[config.mk]
export PLATFORM = sky130hd
export DESIGN_NAME = pulse_height_acquisition_control
export DESIGN_NICKNAME = d
export VERILOG_FILES = /design/src/hw/pha_pkg.sv /design/src/hw/event_fifo.sv /design/src/hw/pulse_height_acquisition_control.sv
export SDC_FILE = /design/constraint.sdc
export NUM_CORES = 1
export LEC_CHECK = 0
export BUFFER_PORTS_ARGS = -buffer_cell sky130_fd_sc_hd__buf_2
export CAP_MARGIN = 30
export CORE_MARGIN = 5
export CORE_UTILIZATION = 40
export DETAILED_ROUTE_END_ITERATION = 8
export PLACE_DENSITY = 0.63
export SLEW_MARGIN = 20
export SYNTH_ARGS = -nofsm -noshare
export SYNTH_HDL_FRONTEND = slang
export SYNTH_HIERARCHICAL = 1
export SYNTH_SLANG_ARGS = --single-unit
[constraint.sdc]
create_clock -name clock -period 4.88 [get_ports clock]
set_clock_uncertainty 0.1 [all_clocks]
set_input_delay 0.732 -clock clock [delete_from_list [all_inputs] [get_ports clock]]
set_output_delay 0.732 -clock clock [all_outputs]
set_load 0.02 [all_outputs]
[src/hw/pha_pkg.sv]
package pha_pkg;

    // ------------------------------------------------------------
    // widths and geometry
    // ------------------------------------------------------------
    localparam int ADC_W         = 16;
    localparam int ADDR_W        = 19;
    localparam int TAG_W         = 8;
    localparam int TAG_LSB       = 11;
    localparam int OFFSET_W      = 13;
    localparam int OFFSET_SHIFT  = 6;
    localparam int TIMER_W       = 32;
    localparam int FIFO_DEPTH    = 16;
    localparam int MON_SEL_W     = 2;

    // ------------------------------------------------------------
    // timing
    // ------------------------------------------------------------
    localparam int CLK_HZ        = 100_000_000;
    localparam int TICK_MS       = 1;
    localparam int TICK_CYCLES   = CLK_HZ / 1000 * TICK_MS;
    localparam int TICK_CNT_W    = 17;
    localparam int PRESET_MIN_MS = 2;

    // ------------------------------------------------------------
    // reset values
    // ------------------------------------------------------------
    localparam logic [TIMER_W-1:0] TIMER_RESET = 32'h0000_0000;

    // ------------------------------------------------------------
    // modes and monitor sources
    // ------------------------------------------------------------
    typedef enum logic { peak_height_mode, sampled_voltage_mode } conv_mode_e;

    typedef enum logic [MON_SEL_W-1:0] {
        mon_window, mon_live, mon_run, mon_tick
    } mon_sel_e;

    // event written to spectrum memory or list stream
    typedef struct packed {
        logic [ADDR_W-1:0] addr;
        logic [ADC_W-1:0]  value;
    } event_s;

    // level settings shared by peak and window logic
    typedef struct packed {
        logic [ADC_W-1:0] noise_threshold;
        logic [ADC_W-1:0] lower_level_threshold;
        logic [ADC_W-1:0] upper_level_threshold;
    } levels_s;

endpackage : pha_pkg

[src/hw/event_fifo.sv]
`timescale 1ns/1ps
// ----------------------------------------------------------------
// small synchronous fifo with valid/ready on both sides
// ----------------------------------------------------------------
module event_fifo #(
    parameter int WIDTH = 35,
    parameter int DEPTH = 16
) (
    input  wire logic             clock,
    input  wire logic             rst,
    input  wire logic             ce,
    input  wire logic [WIDTH-1:0] in_data,
    input  wire logic             in_valid,
    output logic                  in_ready,
    output logic [WIDTH-1:0]      out_data,
    output logic                  out_valid,
    input  wire logic             out_ready
);
    localparam int PW = $clog2(DEPTH);

    logic [WIDTH-1:0] mem [DEPTH];
    logic [PW-1:0]    wr_ptr;
    logic [PW-1:0]    rd_ptr;
    logic [PW:0]      count;
    logic             push;
    logic             pop;

    assign in_ready  = (count != DEPTH[PW:0]);
    assign out_valid = (count != '0);
    assign out_data  = mem[rd_ptr];
    assign push      = ce && in_valid && in_ready;
    assign pop       = ce && out_valid && out_ready;

    // storage
    always_ff @(posedge clock) begin
        if (push) begin
            mem[wr_ptr] <= in_data;
        end
    end

    // pointers and fill level
    always_ff @(posedge clock) begin
        if (rst) begin
            wr_ptr <= '0;
            rd_ptr <= '0;
            count  <= '0;
        end else begin
            if (push) begin
                wr_ptr <= wr_ptr + 1'b1;
            end
            if (pop) begin
                rd_ptr <= rd_ptr + 1'b1;
            end
            count <= count + {{PW{1'b0}}, push} - {{PW{1'b0}}, pop};
        end
    end

endmodule : event_fifo

[src/hw/pulse_height_acquisition_control.sv]
`timescale 1ns/1ps
// Function
// - with line watching enabled, a low run line halts the measurement
// - with line output enabled, release line on start, pull low on halt
// - run line is open-drain wired-AND: only pull low or release
// - software enables, disables, sets and resets the run line use
// - two 32-bit timers, live and real, with 1 ms resolution
// - each timer takes a preset from 2 ms to beyond 1193 hours
// - list mode streams events through a fifo instead of histogramming
// - software offset in steps of 64 channels added to memory addresses
// - each of eight I/O bits selectable as label replacing top address bits
// - I/O bit 7 maps to address bit 18, bit 0 to address bit 11
// - label bits captured on activating edge of converter busy
// - conversion from external port up to 16 bits or internal converter
// - peak-height mode converts only peaks inside lower/upper window
// - with gating, acceptance window must be valid at peak
// - peak detection arms only after upward noise threshold crossing
// - no new conversion until input falls below noise threshold
// - sampled mode converts on strobe edge, no window, no window counting
// - sampled mode with gating needs acceptance window valid at strobe edge
// - window counting accepts above noise and lower, below upper threshold
// - window count output routed to first counter input of bin counting
// - window output selectable on any monitor output
module pulse_height_acquisition_control
    import pha_pkg::*;
(
    input  wire logic                clock,
    input  wire logic                rst,
    input  wire logic                ce,
    // software control
    input  wire logic                start_req,
    input  wire logic                halt_req,
    input  wire logic                line_watch_en,
    input  wire logic                line_drive_en,
    input  wire logic                line_force_set,
    input  wire logic                line_force_reset,
    input  wire conv_mode_e          conv_mode,
    input  wire logic                use_external_adc,
    input  wire logic                list_mode,
    input  wire logic                gate_en,
    input  wire logic                gate_polarity,
    input  wire logic                strobe_rising,
    input  wire logic                window_count_en,
    input  wire levels_s             levels,
    input  wire logic [OFFSET_W-1:0] spectrum_offset,
    input  wire logic [TAG_W-1:0]    label_enable,
    input  wire logic [TIMER_W-1:0]  live_preset,
    input  wire logic [TIMER_W-1:0]  real_preset,
    input  wire logic                live_preset_en,
    input  wire logic                real_preset_en,
    input  wire mon_sel_e            mon1_sel,
    input  wire mon_sel_e            mon2_sel,
    // detector side
    input  wire logic [ADC_W-1:0]    internal_sample,
    input  wire logic [ADC_W-1:0]    external_data,
    input  wire logic                external_valid,
    input  wire logic                acceptance_window,
    input  wire logic                conversion_strobe,
    input  wire logic [TAG_W-1:0]    digital_io_in,
    // shared run line, open drain
    input  wire logic                run_line_in,
    output logic                     run_line_out,
    output logic                     run_line_oe,
    // spectrum memory / list stream
    output event_s                   mem_event,
    output logic                     mem_valid,
    input  wire logic                mem_ready,
    output logic                     list_event,
    // status
    output logic                     running,
    output logic                     converter_busy,
    output logic [TIMER_W-1:0]       live_time,
    output logic [TIMER_W-1:0]       real_time,
    output logic                     window_count_pulse,
    output logic                     bin_count1_event,
    output logic                     mon1,
    output logic                     mon2
);

    // --------
    // helpers
    // --------
    function automatic logic level_in_window(input logic [ADC_W-1:0] v,
                                             input levels_s l);
        level_in_window = (v >= l.lower_level_threshold) &&
                          (v <  l.upper_level_threshold);
    endfunction : level_in_window

    function automatic logic gate_ok(input logic en, input logic pol,
                                     input logic win);
        gate_ok = !en || (win == pol);
    endfunction : gate_ok

    function automatic logic mon_pick(input mon_sel_e s, input logic w,
                                      input logic lv, input logic r,
                                      input logic t);
        case (s)
            mon_window: mon_pick = w;
            mon_live:   mon_pick = lv;
            mon_run:    mon_pick = r;
            default:    mon_pick = t;
        endcase
    endfunction : mon_pick

    // --------
    // run control and shared line
    // --------
    typedef enum logic [1:0] { pk_idle, pk_armed, pk_wait_low } peak_e;

    peak_e              peak_state;
    logic [ADC_W-1:0]   peak_value;
    logic [ADC_W-1:0]   prev_sample;
    logic               strobe_q;
    logic               line_forced_low;
    logic               live_hit;
    logic               real_hit;
    logic               stop_now;
    logic               fifo_in_ready;
    logic               conv_fire;
    logic [ADC_W-1:0]   conv_value;
    logic               busy_q;
    logic [TAG_W-1:0]   label_bits;
    logic [TICK_CNT_W-1:0] tick_cnt;
    logic               ms_tick;

    // low line only matters when watching it
    assign stop_now = halt_req || (line_watch_en && !run_line_in)
                   || live_hit || real_hit;

    always_ff @(posedge clock) begin
        if (rst) begin
            running <= 1'b0;
        end else if (ce) begin
            if (stop_now) begin
                running <= 1'b0;
            end else if (start_req) begin
                running <= 1'b1;
            end
        end
    end

    // software force, independent of measurement state
    always_ff @(posedge clock) begin
        if (rst) begin
            line_forced_low <= 1'b0;
        end else if (ce) begin
            if (line_force_reset) begin
                line_forced_low <= 1'b1;
            end else if (line_force_set) begin
                line_forced_low <= 1'b0;
            end
        end
    end

    // only ever drive zero; the high level comes from the pull-up
    assign run_line_out = 1'b0;
    assign run_line_oe  = line_forced_low ||
                          (line_drive_en && !running);

    // --------
    // millisecond timebase and timers
    // --------
    always_ff @(posedge clock) begin
        if (rst) begin
            tick_cnt <= '0;
            ms_tick  <= 1'b0;
        end else if (ce) begin
            ms_tick <= 1'b0;
            if (!running) begin
                tick_cnt <= '0;
            end else if (tick_cnt == TICK_CNT_W'(TICK_CYCLES - 1)) begin
                tick_cnt <= '0;
                ms_tick  <= 1'b1;
            end else begin
                tick_cnt <= tick_cnt + 1'b1;
            end
        end
    end

    // presets below the minimum are held at the minimum
    assign live_hit = live_preset_en && running && (live_time >=
        ((live_preset < PRESET_MIN_MS) ? TIMER_W'(PRESET_MIN_MS) : live_preset));
    assign real_hit = real_preset_en && running && (real_time >=
        ((real_preset < PRESET_MIN_MS) ? TIMER_W'(PRESET_MIN_MS) : real_preset));

    always_ff @(posedge clock) begin
        if (rst) begin
            live_time <= TIMER_RESET;
            real_time <= TIMER_RESET;
        end else if (ce) begin
            if (start_req && !running) begin
                live_time <= TIMER_RESET;
                real_time <= TIMER_RESET;
            end else if (ms_tick && running) begin
                real_time <= real_time + 1'b1;
                if (!converter_busy) begin
                    live_time <= live_time + 1'b1;
                end
            end
        end
    end

    // --------
    // internal converter: peak detect and sampled mode
    // --------
    always_ff @(posedge clock) begin
        if (rst) begin
            prev_sample <= '0;
            strobe_q    <= 1'b0;
        end else if (ce) begin
            prev_sample <= internal_sample;
            strobe_q    <= conversion_strobe;
        end
    end

    // conv_fire pulses once per accepted conversion
    always_ff @(posedge clock) begin
        if (rst) begin
            peak_state <= pk_idle;
            peak_value <= '0;
            conv_fire  <= 1'b0;
            conv_value <= '0;
        end else if (ce) begin
            conv_fire <= 1'b0;
            if (use_external_adc) begin
                conv_fire  <= running && external_valid;
                conv_value <= external_data;
                peak_state <= pk_idle;
            end else if (conv_mode == sampled_voltage_mode) begin
                peak_state <= pk_idle;
                if ((conversion_strobe != strobe_q) &&
                    (conversion_strobe == strobe_rising)) begin
                    conv_fire  <= running &&
                        gate_ok(gate_en, gate_polarity, acceptance_window);
                    conv_value <= internal_sample;
                end
            end else begin
                case (peak_state)
                    pk_idle: begin
                        if (internal_sample > levels.noise_threshold &&
                            prev_sample <= levels.noise_threshold) begin
                            peak_state <= pk_armed;
                            peak_value <= internal_sample;
                        end
                    end
                    pk_armed: begin
                        if (internal_sample >= peak_value) begin
                            peak_value <= internal_sample;
                        end else begin
                            // first falling sample marks the peak
                            peak_state <= pk_wait_low;
                            conv_value <= peak_value;
                            conv_fire  <= running &&
                                level_in_window(peak_value, levels) &&
                                gate_ok(gate_en, gate_polarity,
                                        acceptance_window);
                        end
                    end
                    pk_wait_low: begin
                        if (internal_sample <= levels.noise_threshold) begin
                            peak_state <= pk_idle;
                        end
                    end
                    default: peak_state <= pk_idle;
                endcase
            end
        end
    end

    // --------
    // single-channel window counting
    // --------
    // disabled in sampled mode since there is no peak to judge
    always_ff @(posedge clock) begin
        if (rst) begin
            window_count_pulse <= 1'b0;
        end else if (ce) begin
            window_count_pulse <= window_count_en && !use_external_adc &&
                (conv_mode == peak_height_mode) &&
                (peak_state == pk_armed) &&
                (internal_sample < peak_value) &&
                (peak_value > levels.noise_threshold) &&
                level_in_window(peak_value, levels);
        end
    end

    assign bin_count1_event = window_count_pulse;

    // monitor outputs
    always_ff @(posedge clock) begin
        if (rst) begin
            mon1 <= 1'b0;
            mon2 <= 1'b0;
        end else if (ce) begin
            mon1 <= mon_pick(mon1_sel, window_count_pulse, !converter_busy,
                             running, ms_tick);
            mon2 <= mon_pick(mon2_sel, window_count_pulse, !converter_busy,
                             running, ms_tick);
        end
    end

    // --------
    // busy, label capture and address forming
    // --------
    // busy while a converted event waits for the fifo
    always_ff @(posedge clock) begin
        if (rst) begin
            converter_busy <= 1'b0;
            busy_q         <= 1'b0;
            label_bits     <= '0;
        end else if (ce) begin
            busy_q <= converter_busy;
            if (conv_fire) begin
                converter_busy <= 1'b1;
                label_bits     <= digital_io_in;
            end else if (fifo_in_ready) begin
                converter_busy <= 1'b0;
            end
        end
    end

    event_s fifo_in;
    logic   fifo_in_valid;
    logic [ADDR_W-1:0] base_addr;
    logic [ADDR_W-1:0] label_mask;
    logic [ADDR_W-1:0] label_field;

    assign base_addr   = ADDR_W'(conv_value) +
                         (ADDR_W'(spectrum_offset) << OFFSET_SHIFT);
    assign label_mask  = ADDR_W'(label_enable) << TAG_LSB;
    assign label_field = ADDR_W'(label_bits) << TAG_LSB;

    always_comb begin
        fifo_in.value = conv_value;
        fifo_in.addr  = list_mode ? ADDR_W'(conv_value) :
                        ((base_addr & ~label_mask) |
                         (label_field & label_mask));
    end

    // a pending event waits here; further conversions are not stalled by it
    assign fifo_in_valid = converter_busy;

    event_fifo #(
        .WIDTH ($bits(event_s)),
        .DEPTH (FIFO_DEPTH)
    ) u_fifo (
        .clock     (clock),
        .rst       (rst),
        .ce        (ce),
        .in_data   (fifo_in),
        .in_valid  (fifo_in_valid),
        .in_ready  (fifo_in_ready),
        .out_data  (mem_event),
        .out_valid (mem_valid),
        .out_ready (mem_ready)
    );

    assign list_event = mem_valid && list_mode;

endmodule : pulse_height_acquisition_control

==> results.sh, run 1 <==
export IMPL_cts_setup_buffers=0
export IMPL_synth_edf_count=560
export IMPL_synth_xor_area_frac=0.0202
export IMPL_critPathBufInv=2
export IMPL_preCtsSetupSlack_ps=1130
export IMPL_dp_cells=3704
export IMPL_cts_buffers=77
export IMPL_cp_end_kind="output port"
export IMPL_final_max_slew_violation_count=0
export IMPL_die_area_sq_um=89400
export IMPL_tightest_slew_ps=989
export IMPL_num_rows=106
export IMPL_p_comb_frac=0.107
export IMPL_dr_pass1_iters=5
export IMPL_clock_sinks=725
export IMPL_required_ps=4050
export IMPL_synth_adder_area_share=0.0697
export IMPL_yosysWarnings=6
export IMPL_fillers=7336
export IMPL_fmax_mhz=254
export IMPL_synth_cell_types=70
export IMPL_period_share=0.807
export IMPL_finalWorstSetupSlack_ps=941
export IMPL_io_pins=309
export IMPL_synth_mux_area_frac=0.120
export IMPL_syn_nets=2739
export IMPL_htreeDepth=3
export IMPL_yosys_area_share_simple=0.0851
export IMPL_start_kind="flip-flop"
export IMPL_status="finished, final reports clean"
export IMPL_cpPeakStageDelay_ps=830
export IMPL_routedWlPerCell_microns=23.4
export IMPL_postCtsHoldBufs=0
export IMPL_synthArstFlopShare=0
export IMPL_dieWidth_microns=299
export IMPL_power_internal_mw=10.8
export IMPL_power_net_switching_mw=3.41
export IMPL_worstSetupPathType="flip-flop to output port"
export IMPL_port_buffers=307
export IMPL_final_nets=3088
export IMPL_drive_above_1_share=0.218
export IMPL_cts_root_buf="clkbuf_16"
export IMPL_cp_max_fo=36
export IMPL_synth_compound_gate_area_share=0.0662
export IMPL_period_needed_ps=3940
export IMPL_drcViolationCount=0
export IMPL_synth_top_family_by_area="multiplexers"
export IMPL_final_core_util=0.467
export IMPL_rsz0062_at_grt="false"
export IMPL_p_leak_nw=15.1
export IMPL_setup_viol=0
export IMPL_ys_seq_area_frac=0.602
export IMPL_grt_max_degree=74
export IMPL_hpwl_mm=61.3
export IMPL_clk_pin_slew_ps=60
export IMPL_antenna_found_initial=4
export IMPL_die_y_microns=299
export IMPL_final_cell_mix="edfxtp_1 (560), buf_2 (307), ha_1 (183)"
export IMPL_final_hold_violation_count=0
export IMPL_routed_via_density=5.55
export IMPL_postSynthCellCount=2354
export IMPL_final_cells=3846
export IMPL_max_cap_violations=0
export IMPL_antenna_left=0
export IMPL_start_util=0.401
export IMPL_final_common_cell="edfxtp_1"
export IMPL_grt_overflow=0
export IMPL_cts_resized=0
export IMPL_p_clk_frac=0.414
export IMPL_grt_usage=0.198
export IMPL_ys_seq_elements=725
export IMPL_cts_buffer_depth=3
export IMPL_syn_area_per_cell_sq_um=14.2
export IMPL_pwr_share_seq=0.479
export IMPL_hold_ws_ps=275
export IMPL_gp_congestion=0.919
export IMPL_switching_share=0.239
export IMPL_core_area_sq_um=83300
export IMPL_syn_to_final_growth_pct=16.4
export IMPL_synth_area_sq_um=33400
export IMPL_synth_flop_cell="edfxtp_1"
export IMPL_power_density_nw_per_um2=366
export IMPL_cp_data_arrival_time_ps=3110
export IMPL_peakVddDrop_v=0.000249
export IMPL_hold_class="primary input to flip-flop"
export IMPL_grt_pass1_vias=22000
export IMPL_cts_tree="built"
export IMPL_drt_iter0_markers=1633
export IMPL_clk_latency_ps=630
export IMPL_wl_mm=90.1
export IMPL_grt_pass1_wl_mm=135
export IMPL_path_cells="buf_4, mux4_1, a22oi_1, nand2_1, buf_2"
export IMPL_worst_path_max_delay_cell="dfxtp_4"
export IMPL_vias=21400
export IMPL_slew_headroom=0.339
export IMPL_crit_family="flip-flops"
worst min-delay path, delay by kind of cell:
kind	cells	cell delay, ps
AO/OA/AOI/OAI	1	70
buffers and inverters	1	80
AND/OR/NAND/NOR	1	80
area by class of cell:
cell class	count	area, sq um	area share
timing repair buffer	365	2050	0.0528
sequential	725	20100	0.518
tap	1080	1350	0.0347
clock inverter	44	498	0.0128
multi-input combinational	1369	12200	0.313
inverter	165	619	0.0159
clock buffer	97	2060	0.0530
antenna	1	2.50	0.0000643
stage by stage:
stage | area [sq um] | power (mW) | setup TNS (ps)
2_1_floorplan | 33400 | 8.04 | -20360
3_3_place_gp | 36300 | 8.44 | 0
3_5_place_dp | 36300 | 8.50 | 0
4_1_cts | 38900 | 14.4 | 0
5_1_grt | 38900 | 14.8 | 0
6_report | 38900 | 14.2 | 0
synthesized netlist by cell type, types with 29 or more instances:
library cell / count / share of area
nand2b_1: 46 / 0.0086
nand4_1: 50 / 0.0094
nor3_1: 30 / 0.0045
inv_1: 162 / 0.018
a22oi_1: 73 / 0.016
ha_1: 183 / 0.069
a21o_1: 29 / 0.0065
nand3_1: 50 / 0.0075
nor2_1: 155 / 0.017
o21ai_0: 49 / 0.0073
nand2_1: 124 / 0.014
clkbuf_1: 54 / 0.0061
mux4_2: 85 / 0.057
xor2_1: 54 / 0.014
mux4_1: 57 / 0.045
edfxtp_1: 560 / 0.50
mux2i_1: 57 / 0.017
a21oi_1: 92 / 0.014
dfxtp_1: 165 / 0.099
power by group through the flow:
stage               Clock [mW]  Sequential, mW  Combinational, mW
CTS                       6.01            6.82               1.55
floorplan                    0            6.88               1.17
detailed placement           0            6.95               1.54
finish                    5.89            6.82               1.53
global placement             0            6.96               1.49
global route              6.28            6.83               1.68
routing by layer:
metal	up-vias	part of all wire	track usage
li1	9757	-	-
met1	10600	0.42	0.264
met2	786	0.48	0.326
met3	159	0.077	0.0493
met4	4	0.026	0.0496
met5	-	0.00016	0
registers in the layout (all words and copies together) (netlist names), named ones only:
name,flops
label_bits,8
real_time,32
converter_busy,1
u_fifo/rd_ptr,4
mon2,1
conv_value,16
running,1
line_forced_low,1
ms_tick,1
conv_fire,1
peak_state,2
u_fifo/count,5
u_fifo/mem,560
bin_count1_event,1
u_fifo/wr_ptr,4
strobe_q,1
peak_value,16
live_time,32
prev_sample,16
mon1,1
tick_cnt,17
kinds of logic after synthesis:
kind of cell / after synthesis
fa+ha+maj: 185
other cells: 1
flops: 725
xor+xnor: 76
compound gates: 334
simple gates: 571
buf+inv: 260
mux: 202
path summary, 6_finish.rpt:
| kind | start | to | slack (ps) | depth (start not counted) |
|---|---|---|---|---|
| max | flip-flop | mem_event[2] | 940 | 5 |
| min | line_force_reset | line_forced_low | 270 | 3 |
| max reg2reg | conv_value[7] | u_fifo/mem[9][34] | 1480 | 9 |
| min reg2reg | label_bits[2] | label_bits[2] | 360 | 2 |
Note: power is estimated with default switching activity, not from simulation.
==> run 2: changes to the inputs <==
PLACE_DENSITY = 0.6   (was 0.63)
clock period = 4 ns   (was 4.88 ns; I/O delays follow)
==> results.sh, run 2 (same netlist as run 1, synthesis figures left out) <==
export IMPL_worst_path_max_delay_cell="dfxtp_1"
export IMPL_rr_startpoint="conv_value[6]"
export IMPL_final_cells=3849
export IMPL_worst_path_most_repeated_cell="o21ai_0"
export IMPL_path_cells="ha_1, inv_1, fa_1, nor2b_1, o21ai_0, a21oi_1, o31ai_1, o21ai_0, xor2_1, o21a_1"
export IMPL_fmax_mhz=284
export IMPL_required_ps=4250
export IMPL_io_pins=309
export IMPL_setup_tns_ps=0
export IMPL_routedWlPerCell_microns=23.0
export IMPL_grt_pass1_wl_mm=133
export IMPL_grt_max_degree=67
export IMPL_tightest_slew_ps=880
export IMPL_cts_setup_buffers=0
export IMPL_final_common_cell="edfxtp_1"
export IMPL_syn_to_final_growth_pct=16.4
export IMPL_final_nets=3085
export IMPL_cts_buffer_depth=3
export IMPL_drt_iter0_markers=1640
export IMPL_largest_register_ffs=560
export IMPL_cp_max_fo=19
export IMPL_routed_via_density=5.53
export IMPL_cp_end_kind="flip-flop"
export IMPL_dieWidth_microns=299
export IMPL_drive_above_1_share=0.216
export IMPL_antenna_found_initial=19
export IMPL_startpoint="conv_value[6]"
export IMPL_cts_root_buf="clkbuf_16"
export IMPL_clk_latency_ps=620
export IMPL_postCtsHoldBufs=0
export IMPL_gp_congestion=0.868
export IMPL_drcViolationCount=0
export IMPL_dr_pass1_iters=8
export IMPL_reg_top3="u_fifo/mem: 560 flops, live_time: 32 flops, real_time: 32 flops"
export IMPL_cts_tree="built"
export IMPL_period_needed_ps=3530
export IMPL_start_util=0.401
export IMPL_slew_headroom=0.413
export IMPL_p_leak_nw=15.0
export IMPL_hold_ws_ps=158
export IMPL_core_area_sq_um=83300
export IMPL_peakVddDrop_v=0.000344
export IMPL_htreeDepth=3
export IMPL_clk_pin_slew_ps=60
export IMPL_antenna_left=0
export IMPL_regMostFlops="u_fifo/mem"
export IMPL_num_rows=106
export IMPL_cts_buffers=78
export IMPL_die_area_sq_um=89400
export IMPL_hp_start="digital_io_in[2]"
export IMPL_dp_cells=3700
export IMPL_hpwl_mm=58.8
export IMPL_grt_overflow=0
export IMPL_clock_sinks=725
export IMPL_start_kind="flip-flop"
export IMPL_final_max_slew_violation_count=0
export IMPL_period_share=0.881
export IMPL_grt_usage=0.194
export IMPL_vias=21300
export IMPL_cts_resized=0
export IMPL_power_density_nw_per_um2=438
export IMPL_die_y_microns=299
export IMPL_hold_class="primary input to flip-flop"
export IMPL_cp_data_arrival_time_ps=3780
export IMPL_wl_mm=88.5
export IMPL_setup_viol=0
export IMPL_status="finished, final reports clean"
export IMPL_worstSetupPathType="flip-flop to flip-flop"
export IMPL_final_hold_violation_count=0
export IMPL_rsz0062_at_grt="false"
export IMPL_grt_pass1_vias=22000
export IMPL_cpPeakStageDelay_ps=820
export IMPL_max_cap_violations=0
export IMPL_final_cell_mix="edfxtp_1 (560), buf_2 (307), ha_1 (183)"
export IMPL_port_buffers=307
==> run 2: cell type report <==
type / count / area [sq um]
tap: 1080 / 1350
fill: 7334 / 44400
antenna: 8 / 20.0
multi-input combinational: 1369 / 12200
clock inverter: 43 / 348
inverter: 165 / 619
timing repair buffer: 361 / 2150
clock buffer: 98 / 2080
sequential: 725 / 20100
==> run 2: final timing paths <==
path                       endpoint  slack (ps)  cells after the start
setup / recovery  u_fifo/mem[4][34]         470                     10
hold / removal        label_bits[2]         160                      3
setup reg to reg  u_fifo/mem[4][34]         470                     10
hold reg to reg       label_bits[6]         350                      2
==> run 2: layer usage <==
metal	GRT usage	vias up	wire (microns)
li1	-	9765	-
met1	0.258	10800	37800
met2	0.331	623	43600
met3	0.0436	119	5530
met4	0.0373	20	1400
met5	0	-	133
==> run 2: through the flow <==
stage / area [sq um] / setup WS, ps / utilization / power, mW
6_report: 38900 / 474 / 0.467 / 17.0
5_1_grt: 38900 / 192 / 0.467 / 17.7
4_1_cts: 38900 / 457 / 0.467 / 17.2
3_5_place_dp: 36400 / 398 / 0.437 / 10.4
3_3_place_gp: 36400 / 472 / 0.437 / 10.3
2_1_floorplan: 33400 / -1020 / - / 9.81
==> run 2: critical path, delay by kind of cell, from the launching register on <==
kind                     cells  cell delay [ps]
AO/OA/AOI/OAI                5             1280
XOR/XNOR                     1              180
adder cells (fa/ha/maj)      2              700
buffers and inverters        1               60
flip-flops                   1              820
AND/OR/NAND/NOR              1              120
==> run 2: power by group <==
group	total [mW]	switching (mW)	internal, mW
combinational	1.90	1.02	0.876
clock	6.86	2.95	3.90
sequential	8.27	0.0993	8.17
==> run 3: changes to the inputs <==
CELL_PAD_IN_SITES_DETAIL_PLACEMENT = 0   (was default)
CELL_PAD_IN_SITES_GLOBAL_PLACEMENT = 2   (was default)
PLACE_DENSITY = 0.79   (was 0.6)
clock period = 4.13 ns   (was 4 ns; I/O delays follow)
==> results.sh, run 3 (same netlist as run 1, synthesis figures left out) <==
export IMPL_status="finished, final reports clean"
export IMPL_power_net_switching_mw=4.04
export IMPL_syn_to_final_growth_pct=16.7
export IMPL_cp_end_kind="output port"
export IMPL_rsz0062_at_grt="false"
export IMPL_clk_pin_slew_ps=60
export IMPL_clock_sinks=725
export IMPL_final_common_cell="edfxtp_1"
export IMPL_worst_path_max_delay_cell="dfxtp_4"
export IMPL_reg2reg_depth=10
export IMPL_antenna_found_initial=10
export IMPL_cts_buffers=80
export IMPL_hp_start="conversion_strobe"
export IMPL_cts_root_buf="clkbuf_16"
export IMPL_switching_share=0.239
export IMPL_p_leak_nw=15.1
export IMPL_core_area_sq_um=83300
export IMPL_path_cells="buf_4, mux4_1, a22oi_1, nand2_1, buf_2"
export IMPL_setup_viol=0
export IMPL_hold_class="primary input to flip-flop"
export IMPL_power_internal_mw=12.8
export IMPL_dp_cells=3700
export IMPL_antenna_left=0
export IMPL_finalWorstSetupSlack_ps=425
export IMPL_largest_register_ffs=560
export IMPL_final_max_slew_violation_count=0
export IMPL_io_pins=309
export IMPL_tightest_slew_ps=931
export IMPL_cp_max_fo=30
export IMPL_period_share=0.897
export IMPL_fillers=7369
export IMPL_grt_usage=0.200
export IMPL_cts_tree="built"
export IMPL_regMostFlops="u_fifo/mem"
export IMPL_hpwl_mm=59.8
export IMPL_worstHoldPathCells=3
export IMPL_final_core_util=0.468
export IMPL_crit_family="flip-flops"
export IMPL_cts_resized=0
export IMPL_wl_mm=90.7
export IMPL_p_comb_frac=0.108
export IMPL_r2r_end="u_fifo/mem[5][34]"
export IMPL_max_cap_violations=0
export IMPL_grt_pass1_wl_mm=137
export IMPL_setup_tns_ps=0
export IMPL_whs_endpoint="strobe_q"
export IMPL_dr_pass1_iters=5
export IMPL_die_area_sq_um=89400
export IMPL_p_clk_frac=0.415
export IMPL_drt_iter0_markers=1502
export IMPL_grt_max_degree=53
export IMPL_final_cells=3853
export IMPL_final_hold_violation_count=0
export IMPL_fmax_mhz=270
export IMPL_gp_congestion=0.879
export IMPL_reg2reg_slack_ps=500
export IMPL_worstSetupPathType="flip-flop to output port"
export IMPL_peakVddDrop_v=0.000282
export IMPL_vias=21000
export IMPL_grt_pass1_vias=21900
export IMPL_preCtsSetupSlack_ps=427
export IMPL_cts_setup_buffers=0
export IMPL_critPathBufInv=2
export IMPL_port_buffers=307
export IMPL_htreeDepth=3
export IMPL_die_y_microns=299
export IMPL_start_kind="flip-flop"
export IMPL_required_ps=3410
export IMPL_final_cell_mix="edfxtp_1 (560), buf_2 (308), ha_1 (183)"
export IMPL_clk_latency_ps=620
export IMPL_routedWlPerCell_microns=23.5
export IMPL_cp_data_arrival_time_ps=2990
export IMPL_num_rows=106
export IMPL_pwr_share_seq=0.477
export IMPL_final_nets=3088
export IMPL_power_density_nw_per_um2=433
export IMPL_grt_overflow=0
export IMPL_path_depth=5
export IMPL_dieWidth_microns=299
export IMPL_drive_above_1_share=0.219
export IMPL_start_util=0.401
export IMPL_routed_via_density=5.46
export IMPL_rr_startpoint="conv_value[6]"
export IMPL_drcViolationCount=0
export IMPL_period_needed_ps=3710
export IMPL_slew_headroom=0.379
export IMPL_hold_ws_ps=164
export IMPL_postCtsHoldBufs=0
export IMPL_cts_buffer_depth=3
export IMPL_reg_top3="u_fifo/mem: 560 flops, live_time: 32 flops, real_time: 32 flops"
export IMPL_cpPeakStageDelay_ps=740
-- run 3: cell count changes in the layout (fill, tap and decap cells not counted), moves of 3 or more --
cell	previous run	this run
buf_4	37	45
buf_12	14	7
diode_2	8	4
bufinv_16	3	6
-- run 3: layout make-up --
| class | count | area, sq um | share of cell area |
|---|---|---|---|
| clock inverter | 50 | 502 | 0.0129 |
| sequential | 725 | 20100 | 0.517 |
| clock buffer | 98 | 2120 | 0.0544 |
| inverter | 165 | 619 | 0.0159 |
| antenna | 4 | 10.0 | 0.000257 |
| tap | 1080 | 1350 | 0.0347 |
| multi-input combinational | 1369 | 12200 | 0.313 |
| timing repair buffer | 362 | 2050 | 0.0525 |
-- run 3: how the worst max path moves through the flow --
stage                          from           endpoint  slack [ps]
floorplan           u_fifo/count[2]   u_fifo/mem[3][0]        -890
global placement      conv_value[6]  u_fifo/mem[8][34]         580
detailed placement    conv_value[6]  u_fifo/mem[1][30]         430
CTS                       flip-flop      mem_event[14]         370
global route          conv_value[6]  u_fifo/mem[5][34]         240
finish                    flip-flop      mem_event[15]         420
-- run 3: worst reg2reg max path: cells and delay by family, from the launching register on --
kind	cells	cell delay, ps
compound gates	5	1340
flops	1	810
fa+ha+maj	2	730
xor+xnor	1	190
simple gates	1	120
buf+inv	1	70
-- run 3: power by group through the flow --
stage / Sequential (mW) / Clock [mW] / Combinational [mW]
floorplan: 8.13 / 0 / 1.38
global placement: 8.20 / 0 / 1.80
detailed placement: 8.20 / 0 / 1.84
CTS: 8.05 / 7.18 / 1.85
global route: 8.06 / 7.48 / 1.99
finish: 8.05 / 7.01 / 1.82
-- run 3: per-stage QoR --
step                      total power, mW  area [sq um]
after detailed placement             10.0         36300
after global routing                 17.5         39000
after floorplan                      9.51         33400
final                                16.9         39000
after CTS                            17.1         38900
after global placement               10.0         36300
-- run 3: routing by layer --
metal | wire, microns | GRT usage
met4 | 1960 | 0.0468
met2 | 44200 | 0.336
met5 | 84 | 0
met3 | 5550 | 0.0399
met1 | 38900 | 0.271
